--- src/hdl/wdd_pkg.sv ---
// Constants, register map and carrier types for the watchdog and discharge timer
// Behaviour
// - Watchdog expires after more than two seconds without a valid command.
// - Every watchdog expiry resets config A bytes 0-3 and config B GPIO bits.
// - With discharge timer idle, expiry also resets A4-5, switch control, rest of B.
// - Watchdog expiry releases the open-drain watchdog pin; pull-up drives it high.
// - Watchdog always enabled; restarts on each valid command with good check code.
// - While discharge timer runs, watchdog expiry leaves discharge switches on.
// - Discharge timer needs enable pin high; code 0 disables, 1-F give 0.5-120 minutes.
// - Discharge expiry resets A4-5, switch control and remaining config B bits.
// - Timeout code reads back as remaining-time bucket, 0 when idle or expired.
// - Discharge timer restarts only on a valid config A write, not other commands.
// - Expiry during config A write still stores the new data when write completes.
// - Die over-temperature resets config and switch groups, discharge switches off.
// - Thermal shutdown sets the thermal shutdown flag in status B.
// - Clear-status command sets the thermal flag without resetting any config group.
// - Reading status B clears the thermal shutdown flag.
// - Status B holds a 4-bit version field, all bits returned on reads.
package wdd_pkg;

   // Clock and time base
   localparam int CLK_MHZ        = 200;
   localparam int TICK_MS        = 100;
   localparam int TICK_CYCLES    = TICK_MS * 1000 * CLK_MHZ;
   localparam int WDOG_MS        = 2000;
   localparam int WDOG_TICKS     = WDOG_MS / TICK_MS;
   localparam int HALF_MIN_MS    = 30000;
   localparam int HALF_MIN_TICKS = HALF_MIN_MS / TICK_MS;
   localparam int REMAIN_W       = 17;

   // Register byte addresses
   localparam logic [7:0] ADDR_CFGA0   = 8'h00;
   localparam logic [7:0] ADDR_CFGB0   = 8'h08;
   localparam logic [7:0] ADDR_SWCTL0  = 8'h0C;
   localparam logic [7:0] ADDR_PSB     = 8'h0F;
   localparam logic [7:0] ADDR_STATB   = 8'h10;
   localparam logic [7:0] ADDR_TSTAT   = 8'h14;
   localparam logic [7:0] ADDR_CMD     = 8'h20;

   // Command codes written to the command register
   localparam logic [7:0] CMD_WRITE_CONFIG_A = 8'h01;
   localparam logic [7:0] CMD_CLEAR_STATUS   = 8'h02;

   // Field positions
   localparam int CODE_BYTE = 5;
   localparam int CODE_LSB  = 4;
   localparam int THERM_BIT = 0;
   localparam int VER_LSB   = 4;

   // Reset values
   localparam logic [7:0] CFGA_RST    = 8'h00;
   localparam logic [7:0] CFGB0_RST   = 8'h0F;
   localparam logic [7:0] CFGB1_RST   = 8'h00;
   localparam logic [7:0] GPIO_MASK   = 8'h0F;
   localparam logic [7:0] SWCTL_RST   = 8'h00;
   localparam logic [7:0] PSB_RST     = 8'h00;
   localparam logic [3:0] VERSION_DEF = 4'h5;  // Arbitrary value, carries no meaning

   // Bus request carrier
   typedef struct packed {
      logic       wr;
      logic       rd;
      logic [7:0] addr;
      logic [7:0] wdata;
   } wdd_busreq_t;

   // Duration of each timeout code in half minutes
   function automatic logic [7:0] wdd_half_min(input logic [3:0] code);
      logic [7:0] h;
      h = 8'h00;
      case (code)
         4'h1: h = 8'h01;
         4'h2: h = 8'h02;
         4'h3: h = 8'h04;
         4'h4: h = 8'h06;
         4'h5: h = 8'h08;
         4'h6: h = 8'h0A;
         4'h7: h = 8'h14;
         4'h8: h = 8'h1E;
         4'h9: h = 8'h28;
         4'hA: h = 8'h3C;
         4'hB: h = 8'h50;
         4'hC: h = 8'h78;
         4'hD: h = 8'h96;
         4'hE: h = 8'hB4;
         4'hF: h = 8'hF0;
         default: h = 8'h00;
      endcase
      return h;
   endfunction

endpackage

--- src/hdl/wdd_watchdog_discharge_timer.sv ---
// Command watchdog, discharge timer, thermal shutdown and their configuration registers
//
// Implementation choices: the register offsets and strobed register access.
`timescale 1ns/1ps
module wdd_watchdog_discharge_timer #(
   parameter int TICK_CYCLES = wdd_pkg::TICK_CYCLES
) (
   // Clock and reset
   input  wire logic                ref_clk,
   input  wire logic                nrst,
   // Register and command port
   input  wire wdd_pkg::wdd_busreq_t busReq,
   output logic [7:0]               rdData_r,
   // Device pins and sensors
   input  wire logic                dischargeTimerEnablePin,
   input  wire logic                dieOverTemp,
   output logic                     watchdogOutPinO_r,
   output logic                     watchdogOutPinOe_r,
   output logic [17:0]              dischargeSw_r,
   output logic                     dischargeRunning_r
);
   import wdd_pkg::*;

   logic [24:0]         prescale_r;
   logic                tick_r;
   logic [4:0]          wdogTicks_r;
   logic                wdogExpire;
   logic                wdogExpired_r;
   logic [REMAIN_W-1:0] remain_r;
   logic                dischExpire;
   logic [7:0]          configAByte_r [6];
   logic [7:0]          stageA_r [6];
   logic [7:0]          configBByte_r [2];
   logic [7:0]          switchControlGroup_r [3];
   logic [7:0]          pwmSwitchB_r;
   logic                thermalShutdownFlag_r;
   logic                validCmd;
   logic                cmdWrite;
   logic                commitA;
   logic                clearStatus;
   logic                readStatB;
   logic                resetLow;
   logic                resetHigh;
   logic [3:0]          codeBucket;
   logic [3:0]          newCode;
   logic [REMAIN_W-1:0] loadTicks;
   logic [7:0]          rdNxt;

   // Command decode; every strobe arrives already checked upstream
   assign validCmd    = busReq.wr | busReq.rd;
   assign cmdWrite    = busReq.wr && (busReq.addr == ADDR_CMD);
   assign commitA     = cmdWrite && (busReq.wdata == CMD_WRITE_CONFIG_A);
   assign clearStatus = cmdWrite && (busReq.wdata == CMD_CLEAR_STATUS);
   assign readStatB   = busReq.rd && (busReq.addr == ADDR_STATB);

   // Shared time base for both timers
   always_ff @(posedge ref_clk) begin
      if (!nrst) begin
         prescale_r <= 25'h0000000;
         tick_r     <= 1'b0;
      end else if (prescale_r == 25'(TICK_CYCLES - 1)) begin
         prescale_r <= 25'h0000000;
         tick_r     <= 1'b1;
      end else begin
         prescale_r <= prescale_r + 25'h0000001;
         tick_r     <= 1'b0;
      end
   end

   // Expires on the tick after a full two seconds of ticks, so always past two seconds
   assign wdogExpire = tick_r && !validCmd && !wdogExpired_r
                       && (wdogTicks_r == 5'(WDOG_TICKS));

   // Watchdog count, never disabled
   always_ff @(posedge ref_clk) begin
      if (!nrst) begin
         wdogTicks_r   <= 5'h00;
         wdogExpired_r <= 1'b0;
      end else if (validCmd) begin
         wdogTicks_r   <= 5'h00;
         wdogExpired_r <= 1'b0;
      end else if (wdogExpire) begin
         wdogExpired_r <= 1'b1;
      end else if (tick_r && !wdogExpired_r) begin
         wdogTicks_r <= wdogTicks_r + 5'h01;
      end
   end

   // Open-drain pin: pulled low while alive, released on expiry
   always_ff @(posedge ref_clk) begin
      if (!nrst) begin
         watchdogOutPinO_r  <= 1'b0;
         watchdogOutPinOe_r <= 1'b1;
      end else begin
         watchdogOutPinO_r  <= 1'b0;
         watchdogOutPinOe_r <= !(wdogExpired_r || wdogExpire);
      end
   end

   // Code about to be committed from the staged config A image
   assign newCode   = stageA_r[CODE_BYTE][CODE_LSB +: 4];
   assign loadTicks = REMAIN_W'(wdd_half_min(newCode)) * REMAIN_W'(HALF_MIN_TICKS);
   assign dischExpire = tick_r && dischargeRunning_r && (remain_r == REMAIN_W'(1));

   // Discharge countdown; ordinary commands leave it alone
   always_ff @(posedge ref_clk) begin
      if (!nrst) begin
         remain_r           <= '0;
         dischargeRunning_r <= 1'b0;
      end else if (dieOverTemp) begin
         remain_r           <= '0;
         dischargeRunning_r <= 1'b0;
      end else if (commitA) begin
         remain_r           <= loadTicks;
         dischargeRunning_r <= dischargeTimerEnablePin && (newCode != 4'h0);
      end else if (dischExpire) begin
         remain_r           <= '0;
         dischargeRunning_r <= 1'b0;
      end else if (tick_r && dischargeRunning_r) begin
         remain_r <= remain_r - REMAIN_W'(1);
      end
   end

   // Which groups are cleared this cycle
   assign resetLow  = wdogExpire;
   assign resetHigh = dischExpire || (wdogExpire && !dischargeRunning_r);

   // Staging image of config A, filled by bus writes before the commit
   always_ff @(posedge ref_clk) begin
      if (!nrst) begin
         for (int i = 0; i < 6; i++) stageA_r[i] <= CFGA_RST;
      end else if (busReq.wr && (busReq.addr >= ADDR_CFGA0) && (busReq.addr < ADDR_CFGA0 + 8'h06)) begin
         stageA_r[3'(busReq.addr - ADDR_CFGA0)] <= busReq.wdata;
      end
   end

   // Config A; a completed write lands even when an expiry hits the same cycle
   always_ff @(posedge ref_clk) begin
      if (!nrst || dieOverTemp) begin
         for (int i = 0; i < 6; i++) configAByte_r[i] <= CFGA_RST;
      end else if (commitA) begin
         for (int i = 0; i < 6; i++) configAByte_r[i] <= stageA_r[i];
      end else begin
         if (resetLow) begin
            for (int i = 0; i < 4; i++) configAByte_r[i] <= CFGA_RST;
         end
         if (resetHigh) begin
            configAByte_r[4] <= CFGA_RST;
            configAByte_r[5] <= CFGA_RST;
         end
      end
   end

   // Config B; GPIO bits follow the watchdog, the rest the discharge state
   always_ff @(posedge ref_clk) begin
      if (!nrst || dieOverTemp) begin
         configBByte_r[0] <= CFGB0_RST;
         configBByte_r[1] <= CFGB1_RST;
      end else if (busReq.wr && (busReq.addr[7:1] == ADDR_CFGB0[7:1])) begin
         configBByte_r[busReq.addr[0]] <= busReq.wdata;
      end else begin
         if (resetLow) begin
            configBByte_r[0] <= (configBByte_r[0] & ~GPIO_MASK) | (CFGB0_RST & GPIO_MASK);
         end
         if (resetHigh) begin
            configBByte_r[0] <= (CFGB0_RST & ~GPIO_MASK)
                                | ((resetLow ? CFGB0_RST : configBByte_r[0]) & GPIO_MASK);
            configBByte_r[1] <= CFGB1_RST;
         end
      end
   end

   // Switch control group and its bits in the pulse-width group
   always_ff @(posedge ref_clk) begin
      if (!nrst || dieOverTemp || resetHigh) begin
         for (int i = 0; i < 3; i++) switchControlGroup_r[i] <= SWCTL_RST;
         pwmSwitchB_r <= PSB_RST;
      end else if (busReq.wr && (busReq.addr >= ADDR_SWCTL0) && (busReq.addr < ADDR_PSB)) begin
         switchControlGroup_r[2'(busReq.addr - ADDR_SWCTL0)] <= busReq.wdata;
      end else if (busReq.wr && (busReq.addr == ADDR_PSB)) begin
         pwmSwitchB_r <= busReq.wdata;
      end
   end

   // Thermal flag; a set in the same cycle as a status read wins
   always_ff @(posedge ref_clk) begin
      if (!nrst) begin
         thermalShutdownFlag_r <= 1'b0;
      end else if (dieOverTemp || clearStatus) begin
         thermalShutdownFlag_r <= 1'b1;
      end else if (readStatB) begin
         thermalShutdownFlag_r <= 1'b0;
      end
   end

   // Discharge switches follow the cell discharge bits of config A and B
   always_ff @(posedge ref_clk) begin
      if (!nrst || dieOverTemp) begin
         dischargeSw_r <= 18'h00000;
      end else begin
         dischargeSw_r <= {configBByte_r[1][1:0], configBByte_r[0][7:4],
                           configAByte_r[5][3:0], configAByte_r[4]};
      end
   end

   // Remaining time as the smallest code whose duration covers it
   always_comb begin
      codeBucket = 4'h0;
      if (dischargeRunning_r) begin
         for (int c = 15; c >= 1; c--) begin
            if (remain_r <= REMAIN_W'(wdd_half_min(4'(c))) * REMAIN_W'(HALF_MIN_TICKS)) begin
               codeBucket = 4'(c);
            end
         end
      end
   end

   // Read mux; unmapped addresses read as zero
   always_comb begin
      rdNxt = 8'h00;
      if (busReq.addr < ADDR_CFGA0 + 8'h06) begin
         rdNxt = configAByte_r[3'(busReq.addr - ADDR_CFGA0)];
         if (busReq.addr == ADDR_CFGA0 + 8'(CODE_BYTE)) begin
            rdNxt[CODE_LSB +: 4] = codeBucket;
         end
      end else if (busReq.addr[7:1] == ADDR_CFGB0[7:1]) begin
         rdNxt = configBByte_r[busReq.addr[0]];
      end else if ((busReq.addr >= ADDR_SWCTL0) && (busReq.addr < ADDR_PSB)) begin
         rdNxt = switchControlGroup_r[2'(busReq.addr - ADDR_SWCTL0)];
      end else if (busReq.addr == ADDR_PSB) begin
         rdNxt = pwmSwitchB_r;
      end else if (busReq.addr == ADDR_STATB) begin
         rdNxt[VER_LSB +: 4]  = VERSION_DEF;
         rdNxt[THERM_BIT]     = thermalShutdownFlag_r;
      end else if (busReq.addr == ADDR_TSTAT) begin
         rdNxt = {6'h00, dischargeRunning_r, wdogExpired_r};
      end
   end

   // Read data stands only in the cycle after the strobe
   always_ff @(posedge ref_clk) begin
      if (!nrst) begin
         rdData_r <= 8'h00;
      end else begin
         rdData_r <= busReq.rd ? rdNxt : 8'h00;
      end
   end

endmodule // wdd_watchdog_discharge_timer

--- config.mk ---
export PLATFORM = sky130hd
export DESIGN_NAME = wdd_watchdog_discharge_timer
export DESIGN_NICKNAME = d
export VERILOG_FILES = /design/src/hdl/wdd_pkg.sv /design/src/hdl/wdd_watchdog_discharge_timer.sv
export SDC_FILE = /design/constraint.sdc
export NUM_CORES = 1
export LEC_CHECK = 0
export ABC_AREA = 1
export BUFFER_PORTS_ARGS = -buffer_cell sky130_fd_sc_hd__buf_4
export CORE_MARGIN = 2
export CORE_UTILIZATION = 25
export CTS_CLUSTER_DIAMETER = 60
export CTS_CLUSTER_SIZE = 10
export DETAILED_ROUTE_END_ITERATION = 10
export GPL_ROUTABILITY_DRIVEN = 0
export SKIP_CTS_REPAIR_TIMING = 1
export SLEW_MARGIN = 20
export SYNTH_ARGS = -nofsm -noshare
export SYNTH_HDL_FRONTEND = slang
export SYNTH_SLANG_ARGS = --single-unit
--- constraint.sdc ---
create_clock -name ref_clk -period 9.65 [get_ports ref_clk]
set_input_delay 0.965 -clock ref_clk [delete_from_list [all_inputs] [get_ports ref_clk]]
set_output_delay 0.965 -clock ref_clk [all_outputs]
set_load 0.05 [all_outputs]
# Word-level counts from Yosys, hierarchy flattened
# Memories as Yosys holds them, arrays and structs flattened. A register that Yosys moved wholly into a read port is not among the register bits.
# Index checks and enable logic that the tools add are counted.
[totals] elab_cells=233 n_memories=5 input_bits=22 mem_bits_rw=136 reg_bits=86 mem_bits_ro=128 output_inout_bits=29
[classes] n_mux=104 n_reduce_logical=43 n_bitwise=19 addsub=4 eq_ne=11 magnitude_cmp=19 n_mul=16
[memory_table] memory="(no name shown)" words=16 width=8 read_ports=1 rd_clocked_by_memory_dff=0 wr=0 line_no="wdd_pkg.sv:71" rtl="case (code)"
[memory_table] memory="configAByte_r" words=6 width=8 read_ports=3 rd_clocked_by_memory_dff=2 wr=6 line_no="wdd_watchdog_discharge_timer.sv:31" rtl="logic [7:0] configAByte_r [6];"
[memory_table] memory="stageA_r" words=6 width=8 read_ports=6 rd_clocked_by_memory_dff=0 wr=6 line_no="wdd_watchdog_discharge_timer.sv:32" rtl="logic [7:0] stageA_r [6];"
[memory_table] memory="switchControlGroup_r" words=3 width=8 read_ports=1 rd_clocked_by_memory_dff=0 wr=3 line_no="wdd_watchdog_discharge_timer.sv:34" rtl="logic [7:0] switchControlGroup_r [3];"
[memory_table] memory="configBByte_r" words=2 width=8 read_ports=3 rd_clocked_by_memory_dff=1 wr=2 line_no="wdd_watchdog_discharge_timer.sv:33" rtl="logic [7:0] configBByte_r [2];"
[op_table] cell="$mux W8" count=37
[op_table] cell="$le A17 B17 Y1" count=15
[op_table] cell="$mul A8 B7 Y15 const B" count=16
[op_table] cell="$mux W4" count=19
[op_table] cell="$mux W17" count=3
[op_table] cell="$mux W1" count=41
[op_table] cell="$add A25 B1 Y25 const B" count=1
[op_table] cell="$eq A25 B25 Y1 const B" count=1
[op_table] cell="$reduce_or A8 Y1" count=3
[op_table] cell="$logic_and A1 B1 Y1" count=19
[op_table] cell="$eq A17 B1 Y1 const B" count=1
[op_table] cell="$sub A17 B1 Y17 const B" count=1
[op_table] cell="$eq A8 B5 Y1 const B" count=2
[op_table] cell="$or A1 B1 Y1" count=16
[op_table] cell="$eq A8 B1 Y1 const B" count=1
[op_table] cell="$eq A8 B2 Y1 const B" count=1
[op_table] cell="$eq A8 B3 Y1 const B" count=1
[op_table] cell="$eq A8 B4 Y1 const B" count=1
[op_table] cell="$eq A8 B6 Y1 const B" count=1
[op_table] cell="$ge A8 B1 Y1 const B" count=1
[op_table] cell="$ge A8 B4 Y1 const B" count=1
[op_table] cell="$lt A8 B3 Y1 const B" count=1
[op_table] cell="$lt A8 B4 Y1 const B" count=1
[op_table] cell="$eq A7 B3 Y1 const B" count=1
[op_table] cell="14 further kinds" count=31

# Logic depth before layout (Yosys ltp)
# Gate-level depths: netlist of run 1.
[logic_depth] word_depth=21 mapped_depth=27 depth_no_buf=27

# Least setup slack after synthesis of run 1
# OpenSTA, ideal clock, no wires.
[synth_timing] path_kind="register to register" startpoint="memory stageA_r[5][4]" endpoint="register remain_r[15]" stages_incl_launch_ff=22 setup_time_ns=0.095 t_arrival_ns=4.259 path_buffers=0 synth_period_minus_slack_ns=4.355 slack_ns=5.295 required_time_ns=9.555 path_cell_list="edfxtp_1 inv_1 ha_1 nand2_1 inv_1 nor2_1 a211oi_1 ha_1 ha_1 inv_1 fa_1 fa_1 inv_1 ha_1 nand2_1 nor3_1 a21oi_1 o21ai_0 a21oi_1 o21ai_0 o21ai_0 a221oi_1"
[synth_lines] item="start: declaration" line_no="wdd_watchdog_discharge_timer.sv:32"
[synth_lines] item="end signal: assignment" line_no="wdd_watchdog_discharge_timer.sv:114" rtl="remain_r <= loadTicks;"
[synth_lines] item="end signal: assignment" line_no="wdd_watchdog_discharge_timer.sv:120" rtl="remain_r <= remain_r - REMAIN_W'(1);"
[synth_lines] item="end: declaration" line_no="wdd_watchdog_discharge_timer.sv:29" rtl="logic [REMAIN_W-1:0] remain_r;"

==> results.tsv, run 1 <==
stage	metric	value	unit
timing	skew	0.0150	ns
logic_synthesis	synth_most_common_cell	nor2_1	
logic_synthesis	synth.avg_cell_area	8.24	um2
logic_synthesis	async_reset_ff_frac	0	
logic_synthesis	synth.area.top_cells	edfxtp_1 (34%), dfxtp_1 (14%), nor2_1 (8.6%)	
timing	setup_viol	0	
setup_path	required	10.12	ns
clock_network	cts_tree	yes	
finish	drive_gt1_frac	0.0814	
clock_network	numCtsBuffers	29	
placement	hpwl	24500	um
detailed_routing	drt-initial-drc-count	920	
logic_synthesis	synthDistinctLibCells	52	
setup_path	arrival	5.45	ns
logic_synthesis	synth-edff-count	136	
timing	rsz0062_at_grt	false	
clock_network	clk_latency	0.56	ns
floorplan	core-area	46800	um2
min_path	hp-class	flip-flop to flip-flop	
setup_path	path_buf_inv	4	
floorplan	die_w	222	um
placement	port_buffers	49	
logic_synthesis	synth_area	11900	um2
floorplan	rows	79	
global_routing	grt_pass1_wl	52700	um
setup_path	critical_path.cell_chain	inv_1, ha_1, nand2_1, inv_1, nor2_1, a211oi_1, ha_1, ha_1, ha_1, inv_1, fa_1, inv_1, ha_1, a21oi_1, o21ai_0, a21oi_1, o21ai_0, a21oi_1, o21ai_0, a21oi_1, o21ai_0, a221oi_1	
finish	postLayoutCellArea	13700	um2
detailed_routing	first_pass_iters	5	
global_routing	antenna_found_initial	3	
setup_path	cp_top_family	adder cells	
setup_path	cp_slowest_cell	a211oi_1	
floorplan	initial_utilization	0.254	
global_routing	grt-ovfl-total	0	
clock_network	clk_path_buf_depth	3	
timing	fin_crit_sh	0.517	
detailed_routing	routed_via_density	4.69	
floorplan	ios	51	
timing	clock.fmax	201	MHz
run	cap_violations	0	
finish	nNetsFinal	1566	
detailed_routing	postRouteAntennaNets	0	
clock_network	cts.sinks	222	
clock_network	cts_root_buf	clkbuf_16	
setup_path	critical_path.endpoint_type	flip-flop	
placement	place_area	12900	um2
power_and_ir_drop	finalPower	2.28	mW
setup_path	worst_path_largest_cell_delay	0.55	ns
global_routing	grt_pass1_vias	9589	
timing	relSlewSlack	0.316	
logic_synthesis	ys_warn_count	0	
logic_synthesis	synth_top_cell_area_share	0.343	
logic_synthesis	ys_seq_area_frac	0.488	
finish	final_util	0.294	
setup_path	crit_top_cell	ha_1	
detailed_routing	drt-total-wl	33100	um
power_and_ir_drop	p_leak	5.87	nW
clock_network	htreeDepth	1	
power_and_ir_drop	p_per_area	166	nW/um2
finish	syn2layout_area_growth	15.5	%
setup_path	cp-start-kind	flip-flop	
timing	tns	0	ns
clock_network	clk_pin_slew_worst_paths	0.06	ns
floorplan	dieArea	49300	um2
detailed_routing	via_count	9934	
timing	min_period	4.99	ns
logic_synthesis	synth-seq-cells	222	
timing	hold_viol	0	
floorplan	die_h	222	um
logic_synthesis	yosys-top-cells-count	nor2_1 (273), inv_1 (235), nand2_1 (218), edfxtp_1 (136), dfxtp_1 (86)	
setup_path	critPathMaxFanout	5	
global_routing	grt_use_total	0.133	
logic_synthesis	synth_ff_type	edfxtp_1	
timing	slew_violations	0	
logic_synthesis	synth_largest_area_cell	edfxtp_1	
outcome	status	complete, no violations	
detailed_routing	routedWlPerCell	15.6	um
setup_path	crit_type	flip-flop to flip-flop	
timing	worst_slew_pin_slew	1.02	ns
power_and_ir_drop	peakVddDrop	0.000116	V
finish	diodes	0	
detailed_routing	drc	0	
global_routing	grt_max_degree	46	
logic_synthesis	syn-instance-count	1443	
[through the flow]
step                      hold slack (ns)  instances  setup slack, ns
final                               0.456       2118             4.66
after global routing                0.465       2118             4.25
after CTS                           0.455       2118             4.71
after detailed placement            0.444       2065             4.72
after global placement              0.428       2065             4.89
after floorplan                     0.418       1447             5.30
[cell type report]
type                       instances  area [um2]
timing repair buffer              55         413
clock inverter                     6        48.8
sequential                       222        5810
tap                              607         759
fill                            4940       33000
clock buffer                      47         815
inverter                         248         931
multi-input combinational        933        4970
[worst reg2reg max path: cells and delay by family (launching register included)]
kind | cells | cell delay, ns
AO/OA/AOI/OAI | 10 | 1.96
adder cells (fa/ha/maj) | 6 | 2.07
buffers and inverters | 4 | 0.29
flip-flops | 1 | 0.42
AND/OR/NAND/NOR | 2 | 0.13
[placed cells by master (no fill, tap or decap), drive strengths merged, types with 13 or more instances in the layout]
master and count:
a21oi 64, a22oi 21, buf 55, clkbuf 47
dfxtp 86, edfxtp 136, ha 48, inv 246
nand2 222, nand3 58, nand4 21, nor2 282
nor3 35, nor4 17, o21ai 70, xor2 13
[flip-flops by register name, indices dropped and copies added, names as in the netlist, 5 cells and up]
signal,flops
configAByte_r,44
configBByte_r,16
dischargeSw_r,18
prescale_r,25
pwmSwitchB_r,8
rdData_r,8
remain_r,17
stageA_r,48
switchControlGroup_r,28
wdogTicks_r,5
[per-layer routing]
layer | vias up | track usage | part of all wire | wire length [um]
met5 | - | 0 | 0.0010 | 33
met2 | 380 | 0.211 | 0.44 | 14700
met1 | 4623 | 0.184 | 0.46 | 15100
met3 | 83 | 0.0183 | 0.065 | 2150
li1 | 4844 | - | - | -
met4 | 4 | 0.0469 | 0.034 | 1120
[path summary, 6_finish.rpt]
check        slack (ns)      startpoint             to  depth (start not counted)
max                4.66  stageA_r[5][4]   remain_r[15]                         22
min                0.46   prescale_r[0]  prescale_r[0]                          1
max reg2reg        4.66  stageA_r[5][4]   remain_r[15]                         22
min reg2reg        0.46   prescale_r[0]  prescale_r[0]                          1
[cell families after synthesis]
group	count (synthesis)	share of synthesized area
AO/OA/AOI/OAI	206	0.103
AND/OR/NAND/NOR	649	0.238
XOR/XNOR	18	0.0133
other	1	0.000315
adder cells (fa/ha/maj)	55	0.0623
buffers and inverters	292	0.0952
flip-flops	222	0.488
[where the power goes]
part / switching, mW / internal (mW)
Sequential: 0.0107 / 1.04
Clock: 0.413 / 0.577
Combinational: 0.163 / 0.0800
No activity file was read; power rests on OpenSTA's default activity.
==> inputs of run 2 (changes only) <==
--- a/config.mk
+++ b/config.mk
@@ -5,7 +5,7 @@
 export SDC_FILE = /design/constraint.sdc
 export NUM_CORES = 1
 export LEC_CHECK = 0
-export ABC_AREA = 1
+export ABC_AREA = 0
 export BUFFER_PORTS_ARGS = -buffer_cell sky130_fd_sc_hd__buf_4
 export CORE_MARGIN = 2
 export CORE_UTILIZATION = 25
==> constraint.sdc (replaced) <==
create_clock -name ref_clk -period 4.3 [get_ports ref_clk]
set_input_delay 0.43 -clock ref_clk [delete_from_list [all_inputs] [get_ports ref_clk]]
set_output_delay 0.43 -clock ref_clk [all_outputs]
set_load 0.05 [all_outputs]
==> results.tsv, run 2 <==
stage	metric	value	unit
setup_path	critPathMaxFanout	4	
floorplan	die_w	221	um
outcome	violations	setup timing	
setup_path	critical_path.cell_chain	inv_2, ha_4, mux2_2, nand2_2, o31ai_4, ha_1, ha_2, inv_2, fa_1, fa_1, inv_2, ha_4, nand3_2, o211ai_1, o41ai_1, buf_4, xnor2_4, o2bb2ai_2, a21oi_2, nor3_1	
global_routing	grt_busiest_layer	met2	
logic_synthesis	ys_seq_area_frac	0.484	
logic_synthesis	async_reset_ff_frac	0	
logic_synthesis	synth_area	11700	um2
finish	largest_registers	stageA_r: 48 flops, configAByte_r: 44 flops, prescale_r: 25 flops	
logic_synthesis	synth-compound-area-share	0.0979	
timing	setup_viol	2	
setup_path	crit_top_cell	inv_2	
setup_path	cp-start-kind	flip-flop	
logic_synthesis	synth_largest_area_cell	edfxtp_1	
outcome	status	finished with violations	
placement	dp_slack	-0.157	ns
logic_synthesis	synth_top_cell_area_share	0.337	
timing	finalWorstSetupSlack	-0.0504	ns
timing	slew_violations	0	
detailed_routing	via_count	8818	
clock_network	cts_root_buf	clkbuf_16	
timing	relSlewSlack	0.379	
detailed_routing	drt-total-wl	31300	um
setup_path	required	4.75	ns
logic_synthesis	synth_ff_type	edfxtp_1	
clock_network	clk_latency	0.54	ns
logic_synthesis	synth.area.top_cells	edfxtp_1 (34%), dfxtp_1 (15%), and2_1 (6.3%)	
clock_network	clk_path_buf_depth	3	
finish	nNetsFinal	1258	
logic_synthesis	synthMuxAreaShare	0.0492	
floorplan	dieArea	48700	um2
detailed_routing	first_pass_iters	5	
logic_synthesis	synth-simple-area-share	0.225	
detailed_routing	postRouteAntennaNets	0	
finish	postLayoutCellArea	13800	um2
global_routing	met3_usage	0.0242	
logic_synthesis	ys_warn_count	0	
finish	mostFrequentLayoutCells	edfxtp_1 (132), and2_1 (119), nor2_1 (95), dfxtp_1 (86), buf_4 (79)	
power_and_ir_drop	peakVddDrop	0.000262	V
timing	min_period	4.35	ns
timing	rsz0062_at_grt	true	
floorplan	initial_utilization	0.253	
floorplan	rows	79	
floorplan	die_h	221	um
logic_synthesis	synth-seq-cells	218	
clock_network	clk_pin_slew_worst_paths	0.06	ns
clock_network	numCtsBuffers	28	
logic_synthesis	synth_nets	1214	
detailed_routing	routedWlPerCell	17.3	um
setup_path	critical_path.endpoint_type	flip-flop	
placement	hpwl	22300	um
min_path	hp-class	input pin to flip-flop	
logic_synthesis	synth-edff-count	132	
placement	place_area	12800	um2
detailed_routing	drc	0	
global_routing	antenna_found_initial	3	
logic_synthesis	synth_xor_area_frac	0.0350	
timing	worst_slew_pin_slew	0.924	ns
detailed_routing	routed_via_density	4.87	
finish	syn2layout_area_growth	17.3	%
logic_synthesis	synthDistinctLibCells	81	
setup_path	crit_type	flip-flop to flip-flop	
finish	drive_gt1_frac	0.159	
finish	largest_reg_flops	48	
detailed_routing	drt-initial-drc-count	764	
global_routing	grt_use_total	0.129	
setup_path	worst_path_largest_cell_delay	0.51	ns
clock_network	htreeDepth	1	
timing	hold_viol	0	
power_and_ir_drop	p_per_area	371	nW/um2
global_routing	grt_pass1_vias	8684	
power_and_ir_drop	p_leak	5.25	nW
clock_network	cts.sinks	218	
setup_path	cp_slowest_cell	fa_1	
floorplan	ios	51	
placement	port_buffers	49	
clock_network	cts_tree	yes	
run	cap_violations	0	
logic_synthesis	synth-adder-area-share	0.0631	
timing	clock.fmax	230	MHz
global_routing	grt_max_degree	50	
logic_synthesis	synth.avg_cell_area	10.3	um2
timing	fin_crit_sh	1.01	
logic_synthesis	syn-instance-count	1137	
floorplan	core-area	46500	um2
logic_synthesis	yosys-top-cells-count	edfxtp_1 (132), and2_1 (119), nor2_1 (95), dfxtp_1 (86), nand2_1 (79)	
logic_synthesis	synth_most_common_cell	edfxtp_1	
timing	skew	0.0190	ns
logic_synthesis	synth_top_family_by_area	simple AND/OR/NAND/NOR gates	
global_routing	grt_pass1_wl	49500	um
global_routing	grt-ovfl-total	0	
global_routing	use_met2	0.214	
power_and_ir_drop	finalPower	5.11	mW
finish	final_common_cell	edfxtp_1	
setup_path	arrival	4.80	ns
finish	largest_register	stageA_r	
global_routing	use_met1	0.174	
-- run 2: cell types whose count changed in the layout (fill, tap and decap cells not counted), sizes merged, moves of 16 or more --
cell and delta:
and3 +19, nand2 -141, xnor2 +16, o21ai -24, buf +24, and2 +118
nand2b +16, a21oi -19, nor2 -186, inv -183, nand3 -24
-- run 2: area by class of cell --
class / count / area [um2]
Clock buffer: 48 / 827
Antenna cell: 1 / 2.50
Timing Repair Buffer: 79 / 593
Clock inverter: 4 / 31.3
Inverter: 61 / 229
Sequential cell: 218 / 5690
Multi-Input combinational cell: 793 / 5650
Fill cell: 4798 / 32700
Tap cell: 607 / 759
-- run 2: path summary, 6_finish.rpt --
path / cells after the start / from / slack, ns / to
max: 20 / stageA_r[5][4] / -0.05 / remain_r[12]
min: 2 / busReq[16] / 0.09 / wdogExpired_r
max reg2reg: 20 / stageA_r[5][4] / -0.05 / remain_r[12]
min reg2reg: 1 / configBByte_r[0][7] / 0.48 / dischargeSw_r[15]
-- run 2: metrics by stage --
stage / instances / hold slack [ns] / setup TNS, ns / utilization
5_1_grt: 1810 / 0.0697 / -0.439 / 0.297
3_3_place_gp: 1756 / 0.471 / -0.0183 / 0.275
3_5_place_dp: 1756 / 0.471 / -0.388 / 0.275
6_report: 1811 / 0.0915 / -0.0716 / 0.297
4_1_cts: 1808 / 0.0641 / -0.428 / 0.294
2_1_floorplan: 1137 / 0.442 / 0 / -
-- run 2: cell families after synthesis --
| family | Yosys count |
|---|---|
| AOI/OAI and AO/OA | 176 |
| xor gates and xnor gates | 47 |
| adders and majority gates | 55 |
| buffers and inverters | 126 |
| DFF | 218 |
| muxes | 39 |
| other | 1 |
| and+or+nand+nor | 475 |
-- run 2: critical path: cells and delay by family (launching register included) --
kind / cells / cell delay, ns
flip-flops: 1 / 0.43
buffers and inverters: 4 / 0.42
XOR/XNOR: 1 / 0.12
AO/OA/AOI/OAI: 5 / 0.80
AND/OR/NAND/NOR: 3 / 0.34
multiplexers: 1 / 0.27
adder cells (fa/ha/maj): 6 / 1.88
-- run 2: report_power, final --
part           internal (mW)  switching [mW]  leakage [nW]
sequential              2.28          0.0265          2.07
clock                   1.30           0.862         0.415
combinational          0.266           0.374          2.77
total                   3.85            1.26          5.25
-- run 2: metal layers --
metal	wire length (um)	vias up	part of all wire
li1	-	4151	-
met1	13600	4272	0.44
met2	14800	340	0.47
met3	2280	51	0.073
met4	557	4	0.018
met5	23	-	0.00073
